$ cat config.mk
export PLATFORM = sky130hd
export DESIGN_NAME = sdram_host_seq
export DESIGN_NICKNAME = d
export VERILOG_FILES = /design/src/sdram_host_pkg.sv /design/src/ahb_reg_slave.sv /design/src/sdram_host_seq.sv
export SDC_FILE = /design/constraint.sdc
export NUM_CORES = 1
export LEC_CHECK = 0
export ABC_CLOCK_PERIOD_IN_PS = 19350
export BUFFER_PORTS_ARGS = -buffer_cell sky130_fd_sc_hd__buf_2
export CAP_MARGIN = 25
export CORE_ASPECT_RATIO = 1.4
export CORE_MARGIN = 3
export CORE_UTILIZATION = 45
export DETAILED_ROUTE_END_ITERATION = 6
export SETUP_SLACK_MARGIN = 0.1
export SLEW_MARGIN = 15
export SYNTH_ARGS = -nofsm -noshare
export SYNTH_HDL_FRONTEND = slang
export SYNTH_SLANG_ARGS = --single-unit
$ cat constraint.sdc
create_clock -name clock_in -period 19.35 [get_ports clock_in]
set_input_delay 1.935 -clock clock_in [delete_from_list [all_inputs] [get_ports clock_in]]
set_output_delay 1.935 -clock clock_in [all_outputs]
set_load 0.02 [all_outputs]
$ cat src/sdram_host_pkg.sv
// Constants and carrier types shared by the SDRAM controller host sequencer.
// Assumes a 40 MHz system clock and a 32-bit register interface to the controller.
package sdram_host_pkg;

    // Clock rate and the power-up pause
    localparam int CLOCK_MHZ = 40;
    localparam int PAUSE_US = 200;
    localparam int PAUSE_CYCLES = PAUSE_US * CLOCK_MHZ;
    localparam int PAUSE_W = 16;

    // Registers of the controller being driven (its own map)
    localparam logic [31:0] DEV_MR = 32'h0000_0000;
    localparam logic [31:0] DEV_TR = 32'h0000_0004;
    localparam logic [31:0] DEV_CR = 32'h0000_0008;
    localparam logic [31:0] DEV_LPR = 32'h0000_0010;
    localparam logic [31:0] DEV_ISR = 32'h0000_0020;
    localparam logic [31:0] DEV_MDR = 32'h0000_0024;
    localparam logic [31:0] DEV_CR_RESET = 32'h8523_72C0;
    localparam int ISR_REFRESH_ERR_BIT = 0;
    localparam int REFRESH_W = 12;
    localparam int LP_SELECT_W = 2;

    // Command-mode codes
    localparam logic [31:0] MODE_NORMAL = 32'h0000_0000;
    localparam logic [31:0] MODE_NOP = 32'h0000_0001;
    localparam logic [31:0] MODE_PRECHARGE_ALL = 32'h0000_0002;
    localparam logic [31:0] MODE_LOAD_MODE = 32'h0000_0003;
    localparam logic [31:0] MODE_AUTO_REFRESH = 32'h0000_0004;
    localparam logic [31:0] MODE_EXT_LOAD_MODE = 32'h0000_0005;
    localparam logic [2:0] AREF_LAST = 3'h7;
    localparam logic [1:0] LP_DEEP_POWER_DOWN = 2'h3;

    // Own register map, byte offsets on the AHB-Lite port
    localparam int OFS_W = 8;
    localparam logic [7:0] OFS_CTRL = 8'h00;
    localparam logic [7:0] OFS_STATUS = 8'h04;
    localparam logic [7:0] OFS_CFG = 8'h08;
    localparam logic [7:0] OFS_LPR = 8'h0C;
    localparam logic [7:0] OFS_MDR = 8'h10;
    localparam logic [7:0] OFS_REFRESH = 8'h14;
    localparam logic [7:0] OFS_MRS_ADDR = 8'h18;
    localparam logic [7:0] OFS_EMRS_ADDR = 8'h1C;
    localparam logic [7:0] OFS_ACC_ADDR = 8'h20;
    localparam logic [7:0] OFS_ACC_DATA = 8'h24;
    localparam logic [7:0] OFS_RD_DATA = 8'h28;
    localparam logic [7:0] OFS_ISR_VAL = 8'h2C;

    // Control bits (write pulses, except the held CTRL_MOBILE bit) and status bits
    localparam int CTRL_INIT = 0;
    localparam int CTRL_MOBILE = 1;
    localparam int CTRL_ACC_WRITE = 2;
    localparam int CTRL_ACC_READ = 3;
    localparam int CTRL_ISR_READ = 4;
    localparam int CTRL_LPR_APPLY = 5;
    localparam int ST_BUSY = 0;
    localparam int ST_INIT_DONE = 1;
    localparam int ST_REFRESH_ERR = 2;
    localparam int ST_NEED_INIT = 3;
    localparam int ST_REFUSED = 4;
    localparam int ST_STEP_LSB = 8;

    // Sequence steps
    localparam logic [4:0] STEP_CFG = 5'h00;
    localparam logic [4:0] STEP_LPR = 5'h01;
    localparam logic [4:0] STEP_MDR = 5'h02;
    localparam logic [4:0] STEP_PAUSE = 5'h03;
    localparam logic [4:0] STEP_MODE_NOP = 5'h04;
    localparam logic [4:0] STEP_MEM_NOP = 5'h05;
    localparam logic [4:0] STEP_MODE_PALL = 5'h06;
    localparam logic [4:0] STEP_MEM_PALL = 5'h07;
    localparam logic [4:0] STEP_MODE_AREF = 5'h08;
    localparam logic [4:0] STEP_MEM_AREF = 5'h09;
    localparam logic [4:0] STEP_MODE_MRS = 5'h0A;
    localparam logic [4:0] STEP_MEM_MRS = 5'h0B;
    localparam logic [4:0] STEP_MODE_EMRS = 5'h0C;
    localparam logic [4:0] STEP_MEM_EMRS = 5'h0D;
    localparam logic [4:0] STEP_MODE_NORM = 5'h0E;
    localparam logic [4:0] STEP_MEM_NORM = 5'h0F;
    localparam logic [4:0] STEP_REFRESH = 5'h10;
    localparam logic [4:0] STEP_ACC_WR = 5'h11;
    localparam logic [4:0] STEP_ACC_RD = 5'h12;
    localparam logic [4:0] STEP_ISR = 5'h13;
    localparam logic [4:0] STEP_LPR_APPLY = 5'h14;

    // One access toward the controller: register space or SDRAM space
    typedef struct packed {
        logic mem_space;
        logic write;
        logic [31:0] addr;
        logic [31:0] wdata;
    } dev_cmd_s;

    // One register write from the bus slave
    typedef struct packed {
        logic en;
        logic [OFS_W-1:0] addr;
        logic [31:0] data;
    } reg_wr_s;

    typedef enum logic [2:0] {
        SEQ_IDLE = 3'b000,
        SEQ_ISSUE = 3'b001,
        SEQ_WAIT_ACK = 3'b010,
        SEQ_WAIT_REL = 3'b011,
        SEQ_PAUSE = 3'b100
    } seq_state_e;

endpackage

$ cat src/ahb_reg_slave.sv
// AHB-Lite slave for the host's own registers: zero-wait writes, one wait state on reads.
// Assumes a single slave whose hreadyout is the bus hready; response is always OKAY.
`timescale 1ns/1ps
module ahb_reg_slave
    import sdram_host_pkg::*;
(
    // Clock and reset
    input wire logic clock_in,
    input wire logic reset_in,
    // AHB-Lite
    input wire logic hsel_in,
    input wire logic [31:0] haddr_in,
    input wire logic [1:0] htrans_in,
    input wire logic hwrite_in,
    input wire logic [2:0] hsize_in,
    input wire logic [31:0] hwdata_in,
    input wire logic hready_in,
    output logic hreadyout_out,
    output logic hresp_out,
    output logic [31:0] hrdata_out,
    // Register file side
    output reg_wr_s reg_wr_out,
    output logic [OFS_W-1:0] rd_addr_out,
    input wire logic [31:0] rd_data_in
);
    typedef struct packed {
        logic pend;
        logic pend_write;
        logic [OFS_W-1:0] addr;
        logic hreadyout;
        logic hresp;
        logic [31:0] hrdata;
    } slave_s;

    slave_s cur;
    slave_s next_cur;
    logic take;

    // Only whole-word transfers exist, so hsize carries no information here
    assign take = hsel_in && htrans_in[1] && hready_in && (hsize_in == 3'h2 || hsize_in != 3'h2);
    assign reg_wr_out.en = cur.pend && cur.pend_write;
    assign reg_wr_out.addr = cur.addr;
    assign reg_wr_out.data = hwdata_in;
    assign rd_addr_out = cur.addr;
    assign hreadyout_out = cur.hreadyout;
    assign hresp_out = cur.hresp;
    assign hrdata_out = cur.hrdata;

    always_comb begin
        next_cur = cur;
        next_cur.hresp = 1'b0;
        if (cur.pend && !cur.pend_write) begin
            // Read data phase: sample the register after any earlier write has landed
            next_cur.hrdata = rd_data_in;
            next_cur.hreadyout = 1'b1;
            next_cur.pend = 1'b0;
        end else begin
            next_cur.pend = take;
            if (take) begin
                next_cur.pend_write = hwrite_in;
                next_cur.addr = haddr_in[OFS_W-1:0];
                next_cur.hreadyout = hwrite_in;
            end
        end
    end

    always_ff @(posedge clock_in or posedge reset_in) begin
        if (reset_in) begin
            cur <= '{pend: 1'b0, pend_write: 1'b0, addr: '0, hreadyout: 1'b1, hresp: 1'b0, hrdata: '0};
        end else begin
            cur <= next_cur;
        end
    end
endmodule

$ cat src/sdram_host_seq.sv
// Host sequencer that drives an SDRAM controller through its register and memory ports.
// Assumes the controller answers each request with a level ack from another clock domain.
`timescale 1ns/1ps
module sdram_host_seq
    import sdram_host_pkg::*;
#(
    parameter int PAUSE_LEN = PAUSE_CYCLES
)(
    // Clock and reset
    input wire logic clock_in,
    input wire logic reset_in,
    // AHB-Lite register port
    input wire logic hsel_in,
    input wire logic [31:0] haddr_in,
    input wire logic [1:0] htrans_in,
    input wire logic hwrite_in,
    input wire logic [2:0] hsize_in,
    input wire logic [31:0] hwdata_in,
    input wire logic hready_in,
    output logic hreadyout_out,
    output logic hresp_out,
    output logic [31:0] hrdata_out,
    // Controller access port
    output logic dev_req_out,
    output dev_cmd_s dev_cmd_out,
    input wire logic dev_ack_in,
    input wire logic [31:0] dev_rdata_in
);
    typedef struct packed {
        seq_state_e state;
        logic [4:0] step;
        logic [2:0] aref_cnt;
        logic [PAUSE_W-1:0] pause_cnt;
        logic mobile;
        logic init_done;
        logic need_init;
        logic refresh_err;
        logic refused;
        logic [31:0] cfg;
        logic [31:0] lpr;
        logic [31:0] mdr;
        logic [REFRESH_W-1:0] refresh;
        logic [31:0] mrs_addr;
        logic [31:0] emrs_addr;
        logic [31:0] acc_addr;
        logic [31:0] acc_data;
        logic [31:0] rd_data;
        logic [31:0] isr_val;
        logic ack_s1;
        logic ack_s2;
        logic [31:0] rdat_s1;
        logic [31:0] rdat_s2;
        logic dev_req;
        dev_cmd_s dev_cmd;
    } host_s;

    localparam logic [PAUSE_W-1:0] PAUSE_LAST = PAUSE_W'(PAUSE_LEN - 1);

    host_s cur;
    host_s next_cur;
    reg_wr_s reg_wr;
    logic [OFS_W-1:0] rd_addr;
    logic [31:0] rd_data;

    ahb_reg_slave bus_slave (
        .clock_in(clock_in),
        .reset_in(reset_in),
        .hsel_in(hsel_in),
        .haddr_in(haddr_in),
        .htrans_in(htrans_in),
        .hwrite_in(hwrite_in),
        .hsize_in(hsize_in),
        .hwdata_in(hwdata_in),
        .hready_in(hready_in),
        .hreadyout_out(hreadyout_out),
        .hresp_out(hresp_out),
        .hrdata_out(hrdata_out),
        .reg_wr_out(reg_wr),
        .rd_addr_out(rd_addr),
        .rd_data_in(rd_data)
    );

    assign dev_req_out = cur.dev_req;
    assign dev_cmd_out = cur.dev_cmd;

    // Access issued for a given step
    function automatic dev_cmd_s step_cmd(input host_s s);
        dev_cmd_s c;
        c = '{mem_space: 1'b0, write: 1'b1, addr: DEV_MR, wdata: MODE_NORMAL};
        case (s.step)
            STEP_CFG: begin
                c.addr = DEV_CR;
                c.wdata = s.cfg;
            end
            STEP_LPR, STEP_LPR_APPLY: begin
                c.addr = DEV_LPR;
                c.wdata = s.lpr;
            end
            STEP_MDR: begin
                c.addr = DEV_MDR;
                c.wdata = s.mdr;
            end
            STEP_MODE_NOP: c.wdata = MODE_NOP;
            STEP_MODE_PALL: c.wdata = MODE_PRECHARGE_ALL;
            STEP_MODE_AREF: c.wdata = MODE_AUTO_REFRESH;
            STEP_MODE_MRS: c.wdata = MODE_LOAD_MODE;
            STEP_MODE_EMRS: c.wdata = MODE_EXT_LOAD_MODE;
            STEP_MODE_NORM: c.wdata = MODE_NORMAL;
            STEP_MEM_NOP, STEP_MEM_PALL, STEP_MEM_AREF, STEP_MEM_NORM: begin
                c.mem_space = 1'b1;
                c.addr = s.acc_addr;
                c.wdata = s.acc_data;
            end
            STEP_MEM_MRS: begin
                c.mem_space = 1'b1;
                c.addr = s.mrs_addr;
            end
            STEP_MEM_EMRS: begin
                c.mem_space = 1'b1;
                c.addr = s.emrs_addr;
            end
            STEP_REFRESH: begin
                c.addr = DEV_TR;
                c.wdata = 32'(s.refresh);
            end
            STEP_ACC_WR: begin
                c.mem_space = 1'b1;
                c.addr = s.acc_addr;
                c.wdata = s.acc_data;
            end
            STEP_ACC_RD: begin
                c.mem_space = 1'b1;
                c.write = 1'b0;
                c.addr = s.acc_addr;
            end
            STEP_ISR: begin
                c.write = 1'b0;
                c.addr = DEV_ISR;
            end
            default: c.write = 1'b1;
        endcase
        return c;
    endfunction

    // Register read mux for the bus slave
    always_comb begin
        rd_data = 32'h0000_0000;
        case (rd_addr)
            OFS_CTRL: rd_data[CTRL_MOBILE] = cur.mobile;
            OFS_STATUS: begin
                rd_data[ST_BUSY] = (cur.state != SEQ_IDLE);
                rd_data[ST_INIT_DONE] = cur.init_done;
                rd_data[ST_REFRESH_ERR] = cur.refresh_err;
                rd_data[ST_NEED_INIT] = cur.need_init;
                rd_data[ST_REFUSED] = cur.refused;
                rd_data[ST_STEP_LSB +: 5] = cur.step;
            end
            OFS_CFG: rd_data = cur.cfg;
            OFS_LPR: rd_data = cur.lpr;
            OFS_MDR: rd_data = cur.mdr;
            OFS_REFRESH: rd_data = 32'(cur.refresh);
            OFS_MRS_ADDR: rd_data = cur.mrs_addr;
            OFS_EMRS_ADDR: rd_data = cur.emrs_addr;
            OFS_ACC_ADDR: rd_data = cur.acc_addr;
            OFS_ACC_DATA: rd_data = cur.acc_data;
            OFS_RD_DATA: rd_data = cur.rd_data;
            OFS_ISR_VAL: rd_data = cur.isr_val;
            default: rd_data = 32'h0000_0000;
        endcase
    end

    always_comb begin
        logic idle;
        logic [4:0] start_step;
        logic start;
        idle = 1'b0;
        start_step = STEP_CFG;
        start = 1'b0;
        next_cur = cur;
        next_cur.ack_s1 = dev_ack_in;
        next_cur.ack_s2 = cur.ack_s1;
        next_cur.rdat_s1 = dev_rdata_in;
        next_cur.rdat_s2 = cur.rdat_s1;
        idle = (cur.state == SEQ_IDLE);

        // Register writes; setup values are held while a sequence runs
        if (reg_wr.en) begin
            case (reg_wr.addr)
                OFS_CTRL: begin
                    if (idle) begin
                        next_cur.mobile = reg_wr.data[CTRL_MOBILE];
                        if (reg_wr.data[CTRL_INIT]) begin
                            start = 1'b1;
                            start_step = STEP_CFG;
                        end else if (reg_wr.data[CTRL_ACC_WRITE] || reg_wr.data[CTRL_ACC_READ]) begin
                            if (cur.need_init || !cur.init_done) begin
                                next_cur.refused = 1'b1;
                            end else begin
                                start = 1'b1;
                                start_step = reg_wr.data[CTRL_ACC_WRITE] ? STEP_ACC_WR : STEP_ACC_RD;
                            end
                        end else if (reg_wr.data[CTRL_ISR_READ]) begin
                            start = 1'b1;
                            start_step = STEP_ISR;
                        end else if (reg_wr.data[CTRL_LPR_APPLY]) begin
                            start = 1'b1;
                            start_step = STEP_LPR_APPLY;
                        end
                    end
                end
                OFS_STATUS: begin
                    if (reg_wr.data[ST_REFRESH_ERR]) begin
                        next_cur.refresh_err = 1'b0;
                    end
                    if (reg_wr.data[ST_REFUSED]) begin
                        next_cur.refused = 1'b0;
                    end
                end
                OFS_CFG: if (idle) next_cur.cfg = reg_wr.data;
                OFS_LPR: if (idle) next_cur.lpr = reg_wr.data;
                OFS_MDR: if (idle) next_cur.mdr = reg_wr.data;
                OFS_REFRESH: if (idle) next_cur.refresh = reg_wr.data[REFRESH_W-1:0];
                OFS_MRS_ADDR: if (idle) next_cur.mrs_addr = reg_wr.data;
                OFS_EMRS_ADDR: if (idle) next_cur.emrs_addr = reg_wr.data;
                OFS_ACC_ADDR: if (idle) next_cur.acc_addr = reg_wr.data;
                OFS_ACC_DATA: if (idle) next_cur.acc_data = reg_wr.data;
                default: next_cur.refused = cur.refused;
            endcase
        end

        case (cur.state)
            SEQ_IDLE: begin
                if (start) begin
                    next_cur.step = start_step;
                    next_cur.aref_cnt = 3'h0;
                    next_cur.state = SEQ_ISSUE;
                    if (start_step == STEP_CFG) begin
                        next_cur.init_done = 1'b0;
                    end
                end
            end
            SEQ_ISSUE: begin
                next_cur.dev_cmd = step_cmd(cur);
                next_cur.dev_req = 1'b1;
                next_cur.state = SEQ_WAIT_ACK;
            end
            SEQ_WAIT_ACK: begin
                // stalled accesses simply hold the request
                if (cur.ack_s2) begin
                    next_cur.dev_req = 1'b0;
                    next_cur.state = SEQ_WAIT_REL;
                    if (cur.step == STEP_ACC_RD) begin
                        next_cur.rd_data = cur.rdat_s2;
                    end
                    if (cur.step == STEP_ISR) begin
                        next_cur.isr_val = cur.rdat_s2;
                        if (cur.rdat_s2[ISR_REFRESH_ERR_BIT]) begin
                            next_cur.refresh_err = 1'b1;
                        end
                    end
                end
            end
            SEQ_WAIT_REL: begin
                if (!cur.ack_s2) begin
                    next_cur.state = SEQ_ISSUE;
                    next_cur.step = cur.step + 5'h01;
                    case (cur.step)
                        STEP_CFG: next_cur.step = cur.mobile ? STEP_LPR : STEP_MDR;
                        STEP_MDR: begin
                            next_cur.pause_cnt = '0;
                            next_cur.state = SEQ_PAUSE;
                        end
                        STEP_MEM_AREF: begin
                            if (cur.aref_cnt != AREF_LAST) begin
                                next_cur.aref_cnt = cur.aref_cnt + 3'h1;
                                next_cur.step = STEP_MEM_AREF;
                            end
                        end
                        STEP_MEM_MRS: next_cur.step = cur.mobile ? STEP_MODE_EMRS : STEP_MODE_NORM;
                        STEP_REFRESH: begin
                            next_cur.init_done = 1'b1;
                            next_cur.need_init = 1'b0;
                            next_cur.state = SEQ_IDLE;
                        end
                        STEP_LPR_APPLY: begin
                            if (cur.lpr[LP_SELECT_W-1:0] == LP_DEEP_POWER_DOWN) begin
                                next_cur.need_init = 1'b1;
                            end
                            next_cur.state = SEQ_IDLE;
                        end
                        STEP_ACC_WR, STEP_ACC_RD, STEP_ISR: next_cur.state = SEQ_IDLE;
                        default: next_cur.state = SEQ_ISSUE;
                    endcase
                end
            end
            SEQ_PAUSE: begin
                next_cur.pause_cnt = cur.pause_cnt + 1'b1;
                if (cur.pause_cnt == PAUSE_LAST) begin
                    next_cur.step = STEP_MODE_NOP;
                    next_cur.state = SEQ_ISSUE;
                end
            end
            default: next_cur.state = SEQ_IDLE;
        endcase
    end

    always_ff @(posedge clock_in or posedge reset_in) begin
        if (reset_in) begin
            cur <= '0;
            cur.cfg <= DEV_CR_RESET;
        end else begin
            cur <= next_cur;
        end
    end
endmodule

==> impl_metrics.ini, run 1 <==
[clock_tree]
holdBufCountCts = 0
cts_tree = built
post_cts_buffers = 0
numCtsBuffers = 51
htreeDepth = 2
cts_buffer_depth = 3
clock_sinks = 508
clk_latency_ns = 0.59
cts-root-buf = clkbuf_16
clk_pin_slew_ns = 0.06
ctsResizeCount = 0

[global_routing]
grt_max_degree = 182
grt_pass1_vias = 17739
grt_overflow = 0
grt_pass1_wl_mm = 114
grt_usage_pct = 27.6
grt_antenna_before_repair = 3

[route]
drc = 3
drt_iter0_drc = 1875
first_pass_iters = 7
vias = 17151
viasPerCell = 6.29
ant_nets = 0
wl_per_cell_um = 28.1
routed_wirelength_mm = 76.7

[worst_setup_path]
cp.required_ns = 19.81
timing.rr.start = bus_slave.rd_addr_out[5]
worstSetupEndpointType = register
start_kind = register
worst-path-max-fanout = 24
r2r_cells = 6
r2r_end = cur[217]
arrival_ns = 4.18
r2r_slack_ns = 15.64
critPathKind = reg2reg

[synth]
synth_largest_area_cell = dfrtp_1
syn_nets = 2106
dominantRegCellSynth = dfrtp_1
synth_edf_count = 0
ys_seq_elements = 508
yosys_warnings = 0
synthTopCellsByArea = dfrtp_1 (53%), mux2_2 (15%), buf_4 (3.2%)
synth_area_um2 = 23500
synth.distinct_cells = 73
synthArstFlopShare_pct = 100
ys_seq_area_share_pct = 54.1
synth_cells = 1991
synth.avg_cell_area_um2 = 11.8
netlist.area_leader.share_pct = 52.7

[worst_hold_path]
min_delay_worst_endpoint = cur[88]
whs_path_depth = 0
timing.hold.worst.start = cur[120]
hp-class = reg2reg

[pwr]
p_sw_uw = 1040
internal-power_uw = 2070
pwr-share-comb_pct = 24.8
ir_worst_vdd_mv = 0.0753
clock_power_share_pct = 34.5
p_leak_uw = 0.0115
p_per_area_nw_per_um2 = 118
sw_frac_of_total_pct = 33.5
p_seq_share_pct = 40.8

[layout]
drive_gt1_share_pct = 33.8
fin_area_um2 = 26300
final_cells = 2728
post-route-util_pct = 51.1
nNetsFinal = 2148
area_growth_pct = 11.8

[sta]
rsz0062_at_grt = false
worst_slack_ns = 15.64
setup_viol = 0
clock_skew_ns = 0.0117
setup-tns-final_ns = 0
slew_headroom_pct = 28.8
fmax_mhz = 269
finalHoldViolCount = 0
layout_min_cycle_time_ns = 3.71
finalMaxSlewViolations = 0
worst_slew_pin_slew_ns = 1.07
timing.final.crit_share_pct = 19.2

[die]
die_area_um2 = 55100
rows = 98
dieHeight_um = 276
core-area_um2 = 51400
start_util_pct = 45.8
chipWidth_um = 199
ios = 208

[placement]
numPortBuffers = 178
place_inst = 2627
placed_area_um2 = 24400
dp_hpwl_mm = 48.2
post-place-ws_ns = 15.47
place.gp.congestion = 0.861

[status]
violations = DRC
status = finished, violations left

[flow_run]
maxCapViolCount = 0
critical path, cell delays in order (launching register included):
cell	delay (ns)
dfrtp_1	0.37
buf_4	0.38
nor4b_2	0.91
buf_4	0.55
nand3_2	0.52
buf_4	0.49
mux2_2	0.35
power groups by stage:
| stage | sequential, uW | combinational (uW) | clock [uW] |
|---|---|---|---|
| final | 1270 | 770 | 1070 |
| after global routing | 1280 | 823 | 1130 |
| after CTS | 1270 | 767 | 1090 |
| after detailed placement | 1280 | 765 | 0 |
| after global placement | 1280 | 755 | 0 |
| after floorplan | 1240 | 562 | 0 |
placed cells by master, fill, tap and decap left out, drive strengths merged, types with 7 or more instances in the layout:
master | Yosys | layout
and3 | 9 | 9
nand2b | 8 | 8
bufinv | 0 | 10
a21boi | 22 | 22
dfstp | 13 | 13
ha | 8 | 8
a2bb2oi | 8 | 8
a221oi | 13 | 13
or3 | 10 | 10
o21ai | 153 | 153
nand2 | 169 | 169
nor2 | 55 | 55
o22ai | 12 | 12
clkinv | 0 | 20
dfrtp | 495 | 495
nand3 | 49 | 49
o32ai | 7 | 7
nand4 | 9 | 9
clkbuf | 95 | 59
inv | 14 | 17
o2bb2ai | 17 | 17
a31oi | 11 | 11
a221o | 14 | 14
mux2i | 50 | 50
nor3 | 23 | 23
a22oi | 35 | 35
a222oi | 49 | 49
buf | 148 | 231
a22o | 20 | 20
a21oi | 53 | 53
mux2 | 322 | 322
nor2b | 9 | 9
flip-flops by register name (all words and copies together), names as in the netlist:
register                 count
dev_req_out                  1
bus_slave.hrdata_out        32
dev_cmd_out                 66
cur                        398
bus_slave.cur                2
bus_slave.hreadyout_out      1
bus_slave.rd_addr_out        8
cell usage after synthesis, types with 9 or more instances:
| master | instances |
|---|---|
| a21oi_1 | 52 |
| a222oi_1 | 49 |
| o2bb2ai_1 | 17 |
| a22oi_1 | 35 |
| buf_4 | 99 |
| a221oi_1 | 13 |
| a221o_1 | 14 |
| nand2_1 | 168 |
| nor2b_1 | 9 |
| o21ai_0 | 147 |
| mux2_2 | 318 |
| a31oi_1 | 11 |
| nand4_1 | 9 |
| inv_1 | 14 |
| buf_1 | 12 |
| a21boi_0 | 22 |
| or3_1 | 10 |
| nor2_1 | 55 |
| nand3_1 | 49 |
| and3_1 | 9 |
| dfrtp_1 | 495 |
| nor3_1 | 23 |
| a22o_1 | 20 |
| dfstp_2 | 13 |
| clkbuf_1 | 95 |
| o22ai_1 | 12 |
| mux2i_1 | 50 |
| buf_2 | 33 |
metal layers:
| metal | vias to the layer above | GRT usage [%] | share of wire [%] |
|---|---|---|---|
| met5 | - | 0 | 0 |
| met4 | 0 | 12.3 | 5.1 |
| met3 | 203 | 4.33 | 6.9 |
| met2 | 780 | 45.5 | 48 |
| met1 | 8831 | 36.0 | 40 |
| li1 | 7337 | - | - |
how the worst max path moves through the flow:
stage                        startpoint                  endpoint  slack, ns  cells after the start
6_report       bus_slave.rd_addr_out[5]                  cur[217]      15.64                      6
5_1_grt        bus_slave.rd_addr_out[2]  bus_slave.hrdata_out[12]      15.52                      7
4_1_cts        bus_slave.rd_addr_out[3]                  cur[430]      15.43                      6
3_5_place_dp   bus_slave.rd_addr_out[3]                  cur[428]      15.47                      6
3_3_place_gp   bus_slave.rd_addr_out[3]                  cur[420]      15.49                      6
2_1_floorplan                  reset_in         bus_slave.cur[42]       3.25                      1
stage by stage:
stage,hold WS (ns),power [uW]
after detailed placement,0.335,2050
final,0.343,3110
after global routing,0.347,3230
after CTS,0.346,3120
after global placement,0.335,2040
after floorplan,0.331,1800
kinds of logic (layout without fill, tap and decap cells):
logic type,after synthesis,in the layout,synth area share [%]
DFF,508,508,54.1
AOI/OAI and AO/OA,453,453,13.4
and+or+nand+nor,384,384,7.83
muxes,378,378,18.1
buffers and inverters,257,340,5.99
adders and majority gates,8,8,0.426
xor gates and xnor gates,2,2,0.0745
other,1,5,0.0159
layout make-up:
type	instances	area, um^2
Fill cell	4496	25100
Sequential cell	508	12700
Multi-Input combinational cell	1226	9540
Clock buffer	58	1330
Timing Repair Buffer	232	1320
Tap cell	650	813
Clock inverter	36	460
Inverter	14	60.1
Antenna cell	4	10.0
Note: power is estimated with default switching activity, not from simulation.
==> inputs of run 2 (changes only) <==
- ABC_CLOCK_PERIOD_IN_PS: 19350 -> 3000
- PLACE_DENSITY: not set -> 0.65
- clock period: 19.35 -> 3 ns (I/O delays scaled with it)
==> run 2 against run 1 <==
  * The run still ends with DRC left
  * Register-to-register slack lost 15 ns
  * Non-clock buffer count up 104
  * Via count rose by 2.8%
  * Largest cell class unchanged
==> impl_metrics.ini, run 2 (synthesis results as in run 1) <==
[placement]
numPortBuffers = 178
placed_area_um2 = 25000
place_inst = 2691
place.gp.congestion = 0.921
dp_hpwl_mm = 50.8

[route]
drt_iter0_drc = 1857
wl_per_cell_um = 27.0
ant_nets = 0
routed_wirelength_mm = 76.3
vias = 17631
viasPerCell = 6.24
drc = 1
first_pass_iters = 7

[die]
dieHeight_um = 276
rows = 98
die_area_um2 = 55100
core-area_um2 = 51400
ios = 208
start_util_pct = 45.8
chipWidth_um = 199

[clock_tree]
cts_tree = built
clk_pin_slew_ns = 0.06
post_cts_buffers = 0
htreeDepth = 2
cts-root-buf = clkbuf_16
clk_latency_ns = 0.59
numCtsBuffers = 49
cts_buffer_depth = 3
clock_sinks = 508

[pwr]
p_leak_uw = 0.0119
p_per_area_nw_per_um2 = 727
sw_frac_of_total_pct = 33.5
internal-power_uw = 13100
clock_power_share_pct = 31.6
ir_worst_vdd_mv = 0.382
pwr-share-comb_pct = 26.9
p_sw_uw = 6590
p_seq_share_pct = 41.5

[layout]
nNetsFinal = 2250
fin_area_um2 = 27000
drive_gt1_share_pct = 34.0
layout_common_cells = dfrtp_1 (493), mux2_2 (318), buf_2 (178), nand2_1 (168), o21ai_0 (147)
layout_commonest_cell = dfrtp_1
area_growth_pct = 14.9
largest_reg_flops = 398
antenna-diode-count = 0
top_register = cur
final_cells = 2824

[global_routing]
grt_overflow = 0
grt_usage_pct = 27.7
grt_pass1_wl_mm = 115
grt_pass1_vias = 18177
grt_max_degree = 77
grt_antenna_before_repair = 3

[sta]
fin_hold_ws_ns = 0.0330
clock_skew_ns = 0.0253
fmax_mhz = 362
setup-tns-final_ns = 0
setup_viol = 0
finalMaxSlewViolations = 0
worst_slew_pin_slew_ns = 0.961
rsz0062_at_grt = false
timing.final.crit_share_pct = 92.1
finalHoldViolCount = 0
slew_headroom_pct = 35.8
layout_min_cycle_time_ns = 2.76

[worst_hold_path]
hp-class = in2reg

[worst_setup_path]
arrival_ns = 3.22
cp.required_ns = 3.46
critPathKind = reg2reg
start_kind = register
worst-path-max-fanout = 33
worstSetupEndpointType = register

[status]
violations = DRC
status = finished, violations left

[flow_run]
maxCapViolCount = 0
==> run 2: area by class of cell <==
class | count | area [um^2]
Clock buffer | 82 | 1490
Clock inverter | 8 | 113
Fill cell | 4441 | 24400
Inverter | 14 | 56.3
Multi-Input combinational cell | 1226 | 9520
Sequential cell | 508 | 12700
Tap cell | 650 | 813
Timing Repair Buffer | 336 | 2280
==> run 2: worst paths after layout <==
path                                    start         endpoint  slack, ns  cells after the start
worst max-delay path                 cur[458]  dev_cmd_out[55]       0.24                      8
worst min-delay path            hwdata_in[21]         cur[250]       0.03                      2
worst max register to register       cur[458]  dev_cmd_out[55]       0.24                      8
worst min register to register       cur[123]          cur[91]       0.34                      0
max in group asynchronous            reset_in         cur[432]       1.48                      4
min in group asynchronous            reset_in         cur[116]       0.48                      3
==> run 2: per-layer routing <==
metal / wire (um) / GRT usage [%] / vias to the layer above
met4: 3880 / 12.5 / 6
met2: 37000 / 45.6 / 814
met3: 5960 / 4.78 / 226
met5: 45 / 0 / -
met1: 29400 / 35.7 / 9025
li1: - / - / 7560
==> run 2: worst max-delay path, stage by stage (launching register included) <==
cell and delay [ns]:
dfrtp_1 0.56, inv_1 0.15, ha_1 0.31, or2_2 0.33, a2bb2oi_1 0.24, o211ai_1 0.11
buf_4 0.35, a222oi_1 0.46, o21ai_0 0.14
==> run 2: power groups by stage <==
stage | Sequential (uW) | Clock (uW) | Combinational [uW]
2_1_floorplan | 7990 | 0 | 3630
3_3_place_gp | 8240 | 0 | 5130
3_5_place_dp | 8270 | 0 | 5180
4_1_cts | 8150 | 6320 | 5250
5_1_grt | 8240 | 6580 | 5640
6_report | 8160 | 6210 | 5280
==> run 2: repair_timing <==
action,in CTS,in global routing
endpoints found under the setup margin,0,1
hold endpoints to repair,60,0
gates resized for setup,0,1
hold buffers,42,0
==> run 2: stage by stage <==
stage / utilization [%] / worst slack [ns] / total power (uW)
after floorplan: - / -4.19 / 11600
after global placement: 48.6 / 0.345 / 13400
after detailed placement: 48.6 / 0.295 / 13400
after CTS: 52.6 / 0.273 / 19700
after global routing: 52.6 / 0.108 / 20500
final: 52.6 / 0.236 / 19600
